## src/monitor_alert_pkg.sv

```systemverilog
// ************
// register map and shared types
// ************
package monitor_alert_pkg;

   // register offsets
   localparam logic [7:0] ADDR_CRIT_STATUS = 8'h1f;
   localparam logic [7:0] ADDR_VCH_CONFIG  = 8'h22;
   localparam logic [7:0] ADDR_INT_SUMMARY = 8'h23;
   localparam logic [7:0] ADDR_HIGH_STATUS = 8'h24;
   localparam logic [7:0] ADDR_LOW_STATUS  = 8'h25;
   localparam logic [7:0] ADDR_FAULT_STAT  = 8'h26;
   localparam logic [7:0] ADDR_FAN_STATUS  = 8'h27;

   // reset values
   localparam logic [7:0] RESET_STATUS     = 8'h00;
   localparam logic [7:0] RESET_VCH_CONFIG = 8'h00;
   localparam logic [7:0] READ_UNMAPPED    = 8'h00;

   // voltage channel config fields
   localparam int VCH_CH4_INV  = 6;
   localparam int VCH_CH3_MODE = 5;
   localparam int VCH_CH3_INV  = 4;
   localparam int VCH_CH2_MODE = 3;
   localparam int VCH_CH2_INV  = 2;
   localparam int VCH_CH1_MODE = 1;
   localparam int VCH_CH1_INV  = 0;
   // bits that may ever hold a one (bit 7 reserved)
   localparam logic [7:0] VCH_WRITABLE   = 8'h7f;
   // bits blocked while the trip pin sets the channel 1 critical limit
   localparam logic [7:0] VCH_TRIP_BLOCK = 8'h43;

   // summary register fields
   localparam int SUM_LOADER = 7;
   localparam int SUM_DIE    = 6;
   localparam int SUM_CRIT   = 5;
   localparam int SUM_GPIO   = 4;
   localparam int SUM_FAN    = 3;
   localparam int SUM_HIGH   = 2;
   localparam int SUM_LOW    = 1;
   localparam int SUM_FAULT  = 0;

   // critical status fields
   localparam int CRIT_HWTRIP = 7;

   // fan status fields
   localparam int FAN_WATCH   = 7;
   localparam int FAN_DRV2    = 6;
   localparam int FAN_DRV1    = 5;
   localparam int FAN_SHORT   = 4;
   localparam int FAN2_SPINUP_TIMEOUT   = 3;
   localparam int FAN2_STALLED  = 2;
   localparam int FAN1_SPINUP_TIMEOUT   = 1;
   localparam int FAN1_STALLED  = 0;

   // timing
   localparam longint CLK_FREQ_HZ     = 250_000_000;
   localparam longint TICK_TIME_US    = 1000;
   localparam longint TICK_CYCLES     = CLK_FREQ_HZ / 1_000_000 * TICK_TIME_US;
   localparam longint WATCHDOG_TIME_MS = 4000;
   localparam longint OVERCUR_TIME_MS  = 2000;

   // error conditions presented by the measurement and fan logic
   typedef struct packed {
      logic [5:0] high;          // volt4, ext4..ext1, internal
      logic [5:0] low;           // volt4, ext4..ext1, internal
      logic [3:0] fault;         // ext4..ext1
      logic [4:0] crit;          // ext4..ext1, internal over critical limit
      logic [4:0] crit_link;     // channel linked to shutdown output
      logic       hw_trip;       // hardware channel at or over trip level
      logic       die_shutdown;  // internal thermal shutdown tripped
      logic       loader_error;  // config memory loader error pulse
      logic       gpio_any;      // any pin status bit set
      logic [1:0] drive_limit;   // fan2, fan1 cannot reach target
      logic [1:0] spinup_timeout;// fan2, fan1
      logic [1:0] stalled;       // fan2, fan1
      logic       overcurrent;   // high side driver overcurrent level
      logic       fan_programmed;// host wrote fan drive settings (pulse)
   } monitor_cond_type;

   // interrupt enables held elsewhere in the device
   typedef struct packed {
      logic       alert_mask;      // global alert mask
      logic [5:0] chan_en;         // volt4, ext4..ext1, internal
      logic [1:0] fan_spin_en;     // fan2, fan1
      logic [1:0] fan_stall_en;    // fan2, fan1 (also drive limit)
   } alert_enable_type;

endpackage : monitor_alert_pkg

```

## src/monitor_status_alert_aggregator.sv

```systemverilog
// Function
// - lock ignores config writes
// - inverted channel reads 0xff minus code
// - trip mode blocks ch4 inversion
// - ch3 voltage mode overrides diode mode
// - ch1,2 alike; trip mode blocks ch1
// - status bits alert, shutdown flags excepted
// - read clears gone bits, alert releases
// - loader flag alerts unless globally masked
// - die flag never alerts, clears on read when gone
// - critical summary ORs critical status
// - pin summary follows pin status
// - fan/high/low/fault summaries follow registers
// - summary read keeps channel bits
// - status read clears gone conditions only
// - voltage channels ignore diode faults
// - critical status holds linked channel
// - hardware trip flag at threshold
// - fan bits clear on read when gone
// - watchdog after four seconds unprogrammed
// - drive limit flags, maskable
// - overcurrent flag after two seconds
// - global mask stops alert
// - channel enable gates alert only
`timescale 1ns/1ps
`default_nettype none

module monitor_status_alert_aggregator
   import monitor_alert_pkg::*;
#(
   parameter longint TICK_CYCLES_P    = TICK_CYCLES,
   parameter longint WATCHDOG_TICKS_P = WATCHDOG_TIME_MS * 1000 / TICK_TIME_US,
   parameter longint OVERCUR_TICKS_P  = OVERCUR_TIME_MS * 1000 / TICK_TIME_US
) (
   input  wire logic             clk_sys_i,          // system clock
   input  wire logic             reset_i,            // async reset, high
   input  wire logic [7:0]       reg_addr_i,         // register offset
   input  wire logic             reg_wr_i,           // write strobe
   input  wire logic [7:0]       reg_wdata_i,        // write data
   input  wire logic             reg_rd_i,           // read strobe
   output var  logic [7:0]       reg_rdata_o,        // read data
   output var  logic             reg_rvalid_o,       // read data valid
   input  wire logic             config_lock_i,      // software lock in force
   input  wire logic             trip_threshold_pin_i, // trip pin sets ch1 crit
   input  wire logic             antiparallel_diode_en_i, // config bit
   input  wire alert_enable_type alert_en_i,         // enables and mask
   input  wire monitor_cond_type cond_i,             // error conditions
   input  wire logic [3:0][7:0]  vin_raw_i,          // measured codes ch4..1
   output var  logic [3:0][7:0]  vin_value_o,        // presented codes
   output var  logic [2:0]       voltage_mode_o,     // ch3..ch1 voltage mode
   output var  logic             antiparallel_eff_o, // effective diode mode
   output var  logic             shutdown_out_n_o,   // shutdown, active low
   output var  logic             alert_n_o           // alert, active low
);

   // ************
   // helpers
   // ************

   // sticky bits: a live condition always wins over the read clear
   function automatic logic [7:0] rc_next(input logic [7:0] q,
                                          input logic [7:0] cond,
                                          input logic       rd);
      logic [7:0] keep;

      // a read drops only bits whose condition has gone
      keep = rd ? (q & cond) : q;

      return keep | cond;
   endfunction : rc_next


   // ************
   // register access decode
   // ************

   wire logic rd_crit  = reg_rd_i && (reg_addr_i == ADDR_CRIT_STATUS);
   wire logic rd_sum   = reg_rd_i && (reg_addr_i == ADDR_INT_SUMMARY);
   wire logic rd_high  = reg_rd_i && (reg_addr_i == ADDR_HIGH_STATUS);
   wire logic rd_low   = reg_rd_i && (reg_addr_i == ADDR_LOW_STATUS);
   wire logic rd_fault = reg_rd_i && (reg_addr_i == ADDR_FAULT_STAT);
   wire logic rd_fan   = reg_rd_i && (reg_addr_i == ADDR_FAN_STATUS);

   wire logic wr_vch   = reg_wr_i && (reg_addr_i == ADDR_VCH_CONFIG);

   // ************
   // voltage channel configuration
   // ************

   logic [7:0] vch_q;
   logic [7:0] vch_d;

   // bits blocked by trip pin mode are forced clear on every unlocked write
   wire logic [7:0] vch_allowed = trip_threshold_pin_i ?
                                  (VCH_WRITABLE & ~VCH_TRIP_BLOCK) :
                                  VCH_WRITABLE;
   // a write while locked leaves the register as it is
   assign vch_d = (wr_vch && !config_lock_i) ?
                  (reg_wdata_i & vch_allowed) : vch_q;

   always_ff @(posedge clk_sys_i or posedge reset_i) begin
      if (reset_i) begin
         vch_q <= RESET_VCH_CONFIG;
      end else begin
         vch_q <= vch_d;
      end
   end


   wire logic [2:0] vmode = {vch_q[VCH_CH3_MODE], vch_q[VCH_CH2_MODE],
                             vch_q[VCH_CH1_MODE]};

   wire logic [3:0] vinv  = {vch_q[VCH_CH4_INV], vch_q[VCH_CH3_INV],
                             vch_q[VCH_CH2_INV], vch_q[VCH_CH1_INV]};

   // presented codes: inverted channels read as full scale minus code
   logic [3:0][7:0] vin_value_d;

   always_comb begin
      for (int i = 0; i < 4; i++) begin
         vin_value_d[i] = vinv[i] ? (8'hff - vin_raw_i[i]) : vin_raw_i[i];
      end
   end

   // ************
   // millisecond tick and fan timers
   // ************

   // one shared tick keeps the second-range counters narrow
   logic [31:0] tick_cnt_q;
   logic        tick_q;

   wire  logic  tick_wrap = (tick_cnt_q == 32'(TICK_CYCLES_P - 1));


   always_ff @(posedge clk_sys_i or posedge reset_i) begin
      if (reset_i) begin
         tick_cnt_q <= 32'h0000_0000;
         tick_q     <= 1'b0;
      end else begin
         tick_cnt_q <= tick_wrap ? 32'h0000_0000 : tick_cnt_q + 32'h0000_0001;
         tick_q     <= tick_wrap;
      end
   end

   // watchdog runs from reset until the host programs the fans
   // limitation: never rearms before the next reset
   logic [15:0] wdog_cnt_q;
   logic        wdog_done_q;

   wire  logic  wdog_expire = tick_q && !wdog_done_q &&
                              (wdog_cnt_q == 16'(WATCHDOG_TICKS_P - 1));

   always_ff @(posedge clk_sys_i or posedge reset_i) begin
      if (reset_i) begin
         wdog_cnt_q  <= 16'h0000;
         wdog_done_q <= 1'b0;
      end else if (cond_i.fan_programmed || wdog_expire) begin
         wdog_done_q <= 1'b1;
      end else if (tick_q && !wdog_done_q) begin
         wdog_cnt_q <= wdog_cnt_q + 16'h0001;
      end
   end

   // overcurrent must persist past the window before it is flagged
   // one quiet cycle restarts the window
   logic [15:0] ocur_cnt_q;

   wire  logic  ocur_long = (ocur_cnt_q > 16'(OVERCUR_TICKS_P));

   always_ff @(posedge clk_sys_i or posedge reset_i) begin
      if (reset_i) begin
         ocur_cnt_q <= 16'h0000;
      end else if (!cond_i.overcurrent) begin
         ocur_cnt_q <= 16'h0000;
      end else if (tick_q && !ocur_long) begin
         ocur_cnt_q <= ocur_cnt_q + 16'h0001;
      end
   end

   // ************
   // status conditions
   // ************

   // diode faults on channels 1..3 vanish while in voltage mode
   wire logic [7:0] fault_cond = {3'b000,
                                  cond_i.fault & {1'b1, ~vmode}, 1'b0};

   wire logic [7:0] high_cond  = {2'b00, cond_i.high};
   wire logic [7:0] low_cond   = {2'b00, cond_i.low};

   // only channels linked to shutdown may record a critical event
   wire logic [7:0] crit_cond  = {cond_i.hw_trip, 2'b00,
                                  cond_i.crit & cond_i.crit_link};
   wire logic [7:0] fan_cond   = {wdog_expire,
                                  cond_i.drive_limit,
                                  ocur_long,
                                  cond_i.spinup_timeout[1],
                                  cond_i.stalled[1],
                                  cond_i.spinup_timeout[0],
                                  cond_i.stalled[0]};

   // ************
   // error status registers
   // ************

   logic [7:0] crit_q;
   logic [7:0] high_q;
   logic [7:0] low_q;
   logic [7:0] fault_q;
   logic [7:0] fan_q;
   logic       loader_q;
   logic       die_q;

   // each register clears only on its own read, never on a summary read
   always_ff @(posedge clk_sys_i or posedge reset_i) begin
      if (reset_i) begin
         crit_q  <= RESET_STATUS;
         high_q  <= RESET_STATUS;
         low_q   <= RESET_STATUS;
         fault_q <= RESET_STATUS;
         fan_q   <= RESET_STATUS;
      end else begin
         crit_q  <= rc_next(crit_q, crit_cond, rd_crit);
         high_q  <= rc_next(high_q, high_cond, rd_high);
         low_q   <= rc_next(low_q, low_cond, rd_low);
         fault_q <= rc_next(fault_q, fault_cond, rd_fault);
         fan_q   <= rc_next(fan_q, fan_cond, rd_fan);
      end
   end

   // flags owned by the summary register itself
   always_ff @(posedge clk_sys_i or posedge reset_i) begin
      if (reset_i) begin
         loader_q <= 1'b0;
         die_q    <= 1'b0;
      end else begin
         loader_q <= cond_i.loader_error | (loader_q & ~rd_sum);
         die_q    <= cond_i.die_shutdown |
                     (die_q & ~(rd_sum & ~cond_i.die_shutdown));
      end
   end

   // summary bits below the loader and die flags are live ORs, so they fall with their sources
   wire logic [7:0] summary;

   assign summary[SUM_LOADER] = loader_q;
   assign summary[SUM_DIE]    = die_q;
   assign summary[SUM_CRIT]   = |crit_q;
   assign summary[SUM_GPIO]   = cond_i.gpio_any;
   assign summary[SUM_FAN]    = |fan_q;
   assign summary[SUM_HIGH]   = |high_q;
   assign summary[SUM_LOW]    = |low_q;
   assign summary[SUM_FAULT]  = |fault_q;

   // ************
   // alert and shutdown
   // ************

   wire logic [5:0] ch_en = alert_en_i.chan_en;

   // fault bits map ext4..ext1 onto enables ext4..ext1
   wire logic fault_alert = |(fault_q[4:1] & ch_en[4:1]);
   wire logic hl_alert    = |((high_q[5:0] | low_q[5:0]) & ch_en);

   // hardware trip flag is left out, it never alerts
   wire logic crit_alert  = |(crit_q[4:0] & ch_en[4:0]);
   wire logic fan_alert   =
      fan_q[FAN_WATCH] | fan_q[FAN_SHORT] |
      (fan_q[FAN_DRV2]  & alert_en_i.fan_stall_en[1]) |
      (fan_q[FAN_DRV1]  & alert_en_i.fan_stall_en[0]) |
      (fan_q[FAN2_SPINUP_TIMEOUT] & alert_en_i.fan_spin_en[1])  |
      (fan_q[FAN2_STALLED] & alert_en_i.fan_stall_en[1]) |
      (fan_q[FAN1_SPINUP_TIMEOUT] & alert_en_i.fan_spin_en[0])  |
      (fan_q[FAN1_STALLED] & alert_en_i.fan_stall_en[0]);

   // die shutdown flag deliberately absent; loader error has no enable
   wire logic alert_any = loader_q | crit_alert | summary[SUM_GPIO] |
                          fan_alert | hl_alert | fault_alert;
   wire logic alert_d   = alert_any && !alert_en_i.alert_mask;

   // shutdown tracks live conditions, released as soon as they fall
   wire logic shutdown_d = (|(cond_i.crit & cond_i.crit_link)) |
                           cond_i.hw_trip | cond_i.die_shutdown;

   // ************
   // read data
   // ************

   // data is sampled before the clear lands, so the read sees the event
   logic [7:0] rdata_d;

   always_comb begin
      case (reg_addr_i)
         ADDR_CRIT_STATUS: rdata_d = crit_q;
         ADDR_VCH_CONFIG:  rdata_d = vch_q;
         ADDR_INT_SUMMARY: rdata_d = summary;
         ADDR_HIGH_STATUS: rdata_d = high_q;
         ADDR_LOW_STATUS:  rdata_d = low_q;
         ADDR_FAULT_STAT:  rdata_d = fault_q;
         ADDR_FAN_STATUS:  rdata_d = fan_q;
         // unmapped offsets read as zero
         default:          rdata_d = READ_UNMAPPED;
      endcase
   end

   // ************
   // output registers
   // ************

   // every pin leaves from a flop, free of decode glitches
   always_ff @(posedge clk_sys_i or posedge reset_i) begin
      if (reset_i) begin
         reg_rdata_o        <= READ_UNMAPPED;
         reg_rvalid_o       <= 1'b0;
         vin_value_o        <= '0;
         voltage_mode_o     <= 3'b000;
         antiparallel_eff_o <= 1'b0;
         shutdown_out_n_o   <= 1'b1;
         alert_n_o          <= 1'b1;
      end else begin
         // read port
         reg_rdata_o        <= reg_rd_i ? rdata_d : reg_rdata_o;
         reg_rvalid_o       <= reg_rd_i;
         // voltage channels
         vin_value_o        <= vin_value_d;
         voltage_mode_o     <= vmode;
         antiparallel_eff_o <= antiparallel_diode_en_i && !vmode[2];
         // pins, both active low
         shutdown_out_n_o   <= !shutdown_d;
         alert_n_o          <= !alert_d;
      end
   end

endmodule : monitor_status_alert_aggregator

`default_nettype wire

```

## config.mk

```make
export PLATFORM = sky130hd
export DESIGN_NAME = monitor_status_alert_aggregator
export DESIGN_NICKNAME = d
export VERILOG_FILES = /design/src/monitor_alert_pkg.sv /design/src/monitor_status_alert_aggregator.sv
export SDC_FILE = /design/constraint.sdc
export NUM_CORES = 1
export LEC_CHECK = 0
export ABC_AREA = 1
export BUFFER_PORTS_ARGS = -buffer_cell sky130_fd_sc_hd__buf_2
export CAP_MARGIN = 20
export CORE_MARGIN = 5
export CORE_UTILIZATION = 44
export CTS_BUF_LIST = sky130_fd_sc_hd__clkbuf_4 sky130_fd_sc_hd__clkbuf_8 sky130_fd_sc_hd__clkbuf_16
export CTS_CLUSTER_DIAMETER = 80
export DETAILED_ROUTE_END_ITERATION = 8
export GPL_ROUTABILITY_DRIVEN = 0
export PLACE_DENSITY_LB_ADDON = 0.25
export SYNTH_ARGS = -nofsm -noshare
export SYNTH_HDL_FRONTEND = slang
export SYNTH_SLANG_ARGS = --single-unit
```

## constraint.sdc

```tcl
create_clock -name clk_sys_i -period 13.49 [get_ports clk_sys_i]
set_input_delay 2.698 -clock clk_sys_i [delete_from_list [all_inputs] [get_ports clk_sys_i]]
set_output_delay 2.698 -clock clk_sys_i [all_outputs]
set_load 0.03 [all_outputs]
```

==> Word-level counts from Yosys, hierarchy flattened <==
Index checks and enable logic that the tools add are counted.
{ "word_totals": {"reg_bits": 163, "in_bits": 104, "output_inout_bits": 47, "wordCells": 133} }
{ "op_classes": {"addsub": 7, "order_cmp": 1, "n_eq_ne": 10, "n_mux": 14, "bitwise_logic": 47, "reduce_logical": 31} }
{ "op_table": {"columns": ["op", "count"], "rows": [
  ["two-way mux 8 bit", 9],
  ["case mux 8 bit (7 select lines)", 1],
  ["== test 8 x 6 -> 1 bit (second input constant)", 6],
  ["OR reduction 8 bit", 5],
  ["adder 16 x 1 -> 16 bit (second input constant)", 2],
  ["adder 32 x 1 -> 32 bit (second input constant)", 1],
  ["== test 32 x 18 -> 1 bit (second input constant)", 1],
  ["two-way mux 16 bit", 2],
  ["two-way mux 32 bit", 1],
  ["subtractor 8 bit (first input constant)", 4],
  ["bitwise AND 8 x 6 -> 8 bit", 2],
  ["bitwise AND 8 bit", 2],
  ["== test 16 x 12 -> 1 bit (second input constant)", 1],
  ["greater-than comparator 16 x 11 -> 1 bit (second input constant)", 1],
  ["bitwise OR 1 bit", 16],
  ["bitwise OR 8 x 6 -> 8 bit", 2],
  ["bitwise OR 8 bit", 2],
  ["logical AND 1 bit", 13],
  ["bitwise AND 5 bit", 2],
  ["OR reduction 5 bit", 2],
  ["bitwise AND 1 bit", 9],
  ["bitwise AND 4 bit", 2],
  ["bitwise AND 8 x 5 -> 8 bit", 1],
  ["bitwise AND 8 x 7 -> 8 bit", 1],
  ["other kinds (13)", 22]
]} }

==> Longest topological paths before layout <==
Gate-level depths: netlist of run 1.
{ "logic_depth": {"depth_word": 12, "depth_mapped": 10, "ltp_nobuf": 10} }

==> Worst setup path after synthesis of run 1 <==
No wires, ideal clock.
{ "synth_timing": {"path_kind": "input to register", "from": "in reg_rd_i", "to": "reg fault_q[1]", "setup_time_ps": 143, "arrival_ps": 3510, "t_required_ps": 13347, "setup_slack_ps": 9838, "cell_stages": 4, "n_path_buf": 1, "cell_sequence": "buf_2 > inv_1 > nor4_1 > o21ai_0"} }
{ "synth_via": {"elab_chain_cells": 3} }
{ "synth_lines": {"columns": ["item", "line", "rtl"], "rows": [
  ["start: declaration", "monitor_status_alert_aggregator.sv:40", "input wire logic reg_rd_i,"],
  ["logical AND 1 bit", "monitor_status_alert_aggregator.sv:81", "wire logic rd_fault = reg_rd_i && (reg_addr_i == ADDR_FAULT_STAT);"],
  ["two-way mux 8 bit", "monitor_status_alert_aggregator.sv:67", "keep = rd ? (q & cond) : q;"],
  ["bitwise OR 8 x 5 -> 8 bit", "monitor_status_alert_aggregator.sv:69", "return keep | cond;"],
  ["end signal: assignment", "monitor_status_alert_aggregator.sv:227", "fault_q <= rc_next(fault_q, fault_cond, rd_fault);"],
  ["end: declaration", "monitor_status_alert_aggregator.sv:210", "logic [7:0] fault_q;"]
]} }
Every way passes these cells.
A chain may end at the register's enable or synchronous reset.

==> Final worst setup path of run 1 <==
{ "layout_timing": {"from": "in reg_addr_i[7]", "to": "reg fan_q[4]"} }
{ "layout_via": {"elab_chain_cells": 4} }
{ "layout_lines": {"columns": ["item", "line", "rtl"], "rows": [
  ["start: declaration", "monitor_status_alert_aggregator.sv:37", "input wire logic [7:0] reg_addr_i,"],
  ["== test 8 x 6 -> 1 bit", "monitor_status_alert_aggregator.sv:82", "wire logic rd_fan = reg_rd_i && (reg_addr_i == ADDR_FAN_STATUS);"],
  ["logical AND 1 bit", "monitor_status_alert_aggregator.sv:82", null],
  ["two-way mux 8 bit", "monitor_status_alert_aggregator.sv:67", null],
  ["bitwise OR 8 bit", "monitor_status_alert_aggregator.sv:69", null],
  ["end signal: assignment", "monitor_status_alert_aggregator.sv:228", "fan_q <= rc_next(fan_q, fan_cond, rd_fan);"],
  ["end: declaration", "monitor_status_alert_aggregator.sv:211", "logic [7:0] fan_q;"]
]} }
Every way passes these cells.

==> results.yml, run 1 <==
clock_tree:
  numCtsBuffers: 17
  clk_path_buf_depth: 2
  htree_levels: 4
  clk_latency_ns: 0.43
  ctsResizeCount: 0
  root_buffer: "clkbuf_16"
  cts_tree: "built"
  clk_pin_slew_worst_paths_ns: 0.06
  cts_setup_buffers: 0
  holdBufCountCts: 0
  cts_sinks: 152
synthesis:
  synthAdderAreaFrac_pct: 0.638
  syn_area_um2: 7840
  syn_nets: 1101
  synth_warnings: 0
  synth-simple-area-share_pct: 31.1
  seq_area_frac_synth_pct: 48.5
  muxShareOfSynthArea_pct: 0
  synth-compound-area-share_pct: 4.21
  yosys.area.top_type: "dfrtp_1"
  ys_ff_latch: 152
  synth_xor_area_share_pct: 7.26
  synth_cells: 993
  yosys.cell_types.count: 36
  synth_top_area_share_pct: 47.9
  syn_area_per_cell_um2: 7.90
  synth.area.top_cells: "dfrtp_1 48%, nand2_1 13%, inv_1 6.9%"
  synth_top_family_by_area: "simple AND/OR/NAND/NOR gates"
timing:
  drv_slew: 0
  fin_crit_sh_pct: 28.5
  rsz0062_at_grt: "no"
  finalClockSkew_ns: 0.00779
  worstMarginPinSlew_ns: 0.911
  relSlewSlack_pct: 39.3
  hold_violations: 0
  setup_viol: 0
  max_freq_mhz: 260
  tns_ns: 0
  fin_crit_ns: 3.85
placement:
  io_buffers: 149
  place_area_um2: 8770
  place_hpwl_um: 14700
worst_setup_path:
  slowest_delay_ns: 0.42
  cp.required_ns: 13.77
  r2r-start: "wdog_cnt_q[0]$_DFFE_PP0P_"
  reg2reg_to: "wdog_cnt_q[14]$_DFFE_PP0P_"
  reg2reg_slack_ns: 11.37
  startpoint_type: "primary input"
  critPathSlowestCell: "nor2_4"
  crit_top_cell: "nor2_2"
  crit_chain: "buf_2 -> nor2_2 -> inv_1 -> nor2_4 -> nand2_1 -> nor2_2 -> o21ai_0"
  critPathKind: "primary input to register"
  end_kind: "register"
  crit_fanout: 26
  worstRegToRegCells: 8
  arrival_ns: 4.13
routing:
  drt-vias-per-instance: 4.93
  routed_wl_um: 19700
  drc: 0
  first_pass_iters: 6
  vias: 6811
  ant_nets: 0
  post_drt_wl_per_cell_um: 14.3
  first_iter_violations: 563
global_route:
  use_met3_pct: 5.09
  grt_pass1_vias: 6579
  grt-ovfl-total: 0
  antenna_found_initial: 1
  grt_busiest_layer: "met2"
  grtUsageMet2_pct: 30.1
  grt_pass1_wl_um: 32200
  gr-usage-all-layers_pct: 19.6
  met1_usage_pct: 27.7
  grt_max_degree: 79
floorplanning:
  start_util_pct: 45.0
  die_x_um: 144
  num_rows: 48
  dieArea_um2: 20600
  core_area_um2: 17400
  die_height_um: 144
  ios: 151
layout:
  mostFrequentLayoutCell: "nand2_1"
  drive_above_1_share_pct: 18.2
  multi_input_area_um2: 3390
  final_area_um2: 9390
  final_cell_mix: "273 x nand2_1, 150 x dfrtp_1, 149 x buf_2"
  final_nets: 1252
  seqCellArea_um2: 3810
  nFillCells: 1673
  area_growth_pct: 19.8
worst_hold_path:
  hp-start: "vch_q[3]$_DFFE_PP0P_"
  min_to: "voltage_mode_o[1]$_DFF_PP0_"
  hold_path_class: "register to register"
  min_path_cells: 0
power_and_ir_drop:
  p_leak_nw: 5.10
  pwr_density_cell_nw_per_um2: 110
  ir_drop_uv: 85.6
outcome:
  outcome: "finished, final reports clean"
flow_run:
  drv_cap: 0
==> where the power goes <==
group / total (W) / internal, W / switching [W]
clock network: 0.000501 / 0.000303 / 0.000198
registers: 0.000467 / 0.000464 / 0.00000381
logic: 0.0000646 / 0.0000220 / 0.0000426
total: 0.00103 / 0.000789 / 0.000244
==> layout make-up <==
type	count	area share (%)
sequential	152	40.5
multi-input combinational	679	36.0
clock buffer	19	4.82
timing repair buffer	150	8.02
clock inverter	12	1.77
tap	225	3.00
antenna	1	0.0266
inverter	144	5.81
==> cells in the mapped netlist, drive strengths merged <==
master	number
a21oi	3
a31oi	1
buf	14
clkbuf	4
dfrtp	150
dfstp	2
ha	4
inv	144
nand2	278
nand3	82
nand3b	2
nand4	33
nor2	132
nor3	24
nor4	3
o211ai	1
o21ai	25
o21bai	20
o22ai	3
o31ai	1
or2	2
xnor2	6
xor2	59
==> critical path, delay by kind of cell <==
family                 cells  cell delay [ns]
AOI/OAI and AO/OA          1             0.12
and+or+nand+nor            4             1.11
buffers and inverters      2             0.19
==> sequential cells by signal (all words and copies together) (netlist names), 3 cells and up <==
| name | cells |
|---|---|
| wdog_cnt_q | 16 |
| vch_q | 7 |
| reg_rdata_o | 8 |
| vin_value_o | 32 |
| low_q | 6 |
| crit_q | 6 |
| fault_q | 4 |
| ocur_cnt_q | 16 |
| fan_q | 8 |
| high_q | 6 |
| voltage_mode_o | 3 |
| tick_cnt_q | 32 |
==> per-stage QoR <==
step	setup slack (ns)	utilization [%]	total power [W]	cells	hold WS (ns)
floorplan	6.70	-	0.000511	993	0.395
global placement	9.14	50.4	0.000541	1350	0.448
detailed placement	9.14	50.4	0.000542	1350	0.454
CTS	9.60	53.9	0.00104	1381	0.470
global route	9.36	53.9	0.00107	1381	0.498
finish	9.64	53.9	0.00103	1382	0.470
==> worst max-delay path by stage <==
stage / cells past startpoint / end / slack [ns] / from
after floorplan: 1 / antiparallel_eff_o$_DFF_PP0_ / 6.70 / reset_i
after global placement: 3 / vin_value_o[2]$_DFF_PP0_ / 9.14 / reset_i
after detailed placement: 3 / low_q[5]$_DFF_PP0_ / 9.14 / reset_i
after CTS: 3 / low_q[5]$_DFF_PP0_ / 9.60 / reset_i
after global routing: 3 / low_q[2]$_DFF_PP0_ / 9.36 / reset_i
final: 7 / fan_q[4]$_DFF_PP0_ / 9.64 / reg_addr_i[7]
==> cells by family after synthesis <==
| logic type | after synthesis |
|---|---|
| XOR/XNOR | 65 |
| buffers and inverters | 162 |
| AND/OR/NAND/NOR | 556 |
| adder cells (fa/ha/maj) | 4 |
| AO/OA/AOI/OAI | 54 |
| flip-flops | 152 |
==> routing by layer <==
metal | part of all wire, % | wire (um) | vias up
li1 | - | - | 3410
met1 | 45 | 8890 | 3144
met2 | 46 | 8980 | 227
met3 | 7.8 | 1530 | 28
met4 | 1.5 | 303 | 2
met5 | 0.066 | 13 | -
Note: power is estimated with default switching activity, not from simulation.
==> inputs of run 2 (changes only) <==
clock period = 3.5 ns   (was 13.49 ns; I/O delays follow)
==> results.yml, run 2 (synthesized netlist as in run 1, its figures left out) <==
outcome:
  outcome: "finished, final reports clean"
layout:
  diodes: 0
  final_nets: 1255
  final_cell_mix: "273 x nand2_1, 150 x dfrtp_1, 149 x buf_2"
  mostFrequentLayoutCell: "nand2_1"
  drive_above_1_share_pct: 18.4
  reg_top3: "tick_cnt_q (32), vin_value_o (32)"
  nFillCells: 1689
  stdcell_count: 1385
  area_growth_pct: 20.2
power_and_ir_drop:
  internal-power_w: 0.00309
  switching_share_pct: 22.9
  clock_power_share_pct: 48.6
  power_frac_seq_pct: 45.0
  ir_drop_uv: 376
  pwr_density_cell_nw_per_um2: 425
  p_comb_share_pct: 6.4
  p_leak_nw: 5.11
  p_switching_w: 0.000915
worst_setup_path:
  cp.required_ns: 3.81
  r2r-start: "ocur_cnt_q[0]$_DFFE_PP0P_"
  arrival_ns: 2.35
  critPathKind: "register to register"
  reg2reg_slack_ns: 1.46
  crit_fanout: 13
  end_kind: "register"
  critPathLaunch: "ocur_cnt_q[0]$_DFFE_PP0P_"
  startpoint_type: "register"
clock_tree:
  holdBufCountCts: 0
  cts_tree: "built"
  cts_sinks: 152
  clk_path_buf_depth: 2
  numCtsBuffers: 17
  cts_setup_buffers: 0
  htree_levels: 4
  ctsResizeCount: 0
  clk_latency_ns: 0.43
  root_buffer: "clkbuf_16"
  clk_pin_slew_worst_paths_ns: 0.06
floorplanning:
  die_x_um: 144
  core_area_um2: 17400
  num_rows: 48
  start_util_pct: 45.0
  ios: 151
  die_height_um: 144
  dieArea_um2: 20600
timing:
  setup_viol: 0
  max_freq_mhz: 490
  rsz0062_at_grt: "no"
  finalClockSkew_ns: 0.00870
  worstMarginPinSlew_ns: 0.909
  hold_violations: 0
  fin_crit_ns: 2.04
  drv_slew: 0
  tns_ns: 0
  relSlewSlack_pct: 39.3
  fin_crit_sh_pct: 58.3
global_route:
  antenna_found_initial: 0
  grt_max_degree: 68
  grt_pass1_vias: 6545
  grt-ovfl-total: 0
  gr-usage-all-layers_pct: 19.9
  grt_pass1_wl_um: 32500
flow_run:
  drv_cap: 0
routing:
  routed_wl_um: 20000
  ant_nets: 0
  post_drt_wl_per_cell_um: 14.4
  first_pass_iters: 5
  drc: 0
  first_iter_violations: 653
  drt-vias-per-instance: 4.96
  vias: 6875
worst_hold_path:
  hold_path_class: "primary input to register"
  hp-start: "vin_raw_i[15]"
placement:
  place_hpwl_um: 15100
  dp.cells: 1353
  io_buffers: 149
==> run 2: cell count changes in the layout (fill, tap and decap cells not counted), sizes merged <==
cell / before / now
inv: 147 / 143
clkinv: 5 / 4
diode: 1 / 0
bufinv: 3 / 4
clkinvlp: 1 / 5
buf: 150 / 153
clkbuf: 19 / 20
==> run 2: critical path: stages (launching register included) <==
cell and delay, ns:
dfrtp_1 0.43, inv_1 0.10, ha_1 0.15, nand3b_1 0.08, nor2_1 0.15, nand2_1 0.07, nand2_1 0.34, nand2_1 0.37
nand3_1 0.17, nand2_1 0.06
==> run 2: metal layers <==
metal	wire, um	global-route usage (%)	vias up
met5	0	0	-
met4	359	6.19	0
met3	1560	4.93	30
met2	9040	31.0	250
met1	9000	27.5	3183
li1	-	-	3412
==> run 2: cell type report <==
| cell class | instances | area (um2) | area share (%) |
|---|---|---|---|
| flip-flops and latches | 152 | 3810 | 40.4 |
| multi-input cells | 679 | 3390 | 35.9 |
| repair buffers | 153 | 788 | 8.36 |
| inverters | 144 | 544 | 5.77 |
| clock buffers | 20 | 448 | 4.75 |
| well taps | 225 | 282 | 2.98 |
| clock inverters | 12 | 178 | 1.88 |
==> run 2: power by group through the flow <==
stage	Combinational, W	Clock [W]	Sequential [W]
6_report	0.000255	0.00195	0.00180
5_1_grt	0.000283	0.00205	0.00180
4_1_cts	0.000261	0.00199	0.00180
3_5_place_dp	0.000260	0	0.00183
3_3_place_gp	0.000258	0	0.00183
2_1_floorplan	0.0000903	0	0.00188
==> run 2: final timing paths <==
kind | to | depth (start not counted)
setup reg to reg | ocur_cnt_q[9]$_DFFE_PP0P_ | 9
hold reg to reg | ocur_cnt_q[12]$_DFFE_PP0P_ | 2
min in group asynchronous | tick_cnt_q[12]$_DFF_PP0_ | 2
max in group asynchronous | high_q[1]$_DFF_PP0_ | 3
hold / removal | vin_value_o[15]$_DFF_PP0_ | 2
setup / recovery | ocur_cnt_q[9]$_DFFE_PP0P_ | 9
==> run 2: per-stage QoR <==
stage	area [um2]	utilization [%]	total power, W	hold slack [ns]	worst slack (ns)
3_3_place_gp	8810	50.6	0.00209	0.445	1.25
5_1_grt	9430	54.2	0.00414	0.430	1.17
6_report	9430	54.2	0.00401	0.444	1.46
3_5_place_dp	8810	50.6	0.00209	0.451	1.20
2_1_floorplan	7850	-	0.00197	0.395	0.885
4_1_cts	9430	54.2	0.00405	0.430	1.44
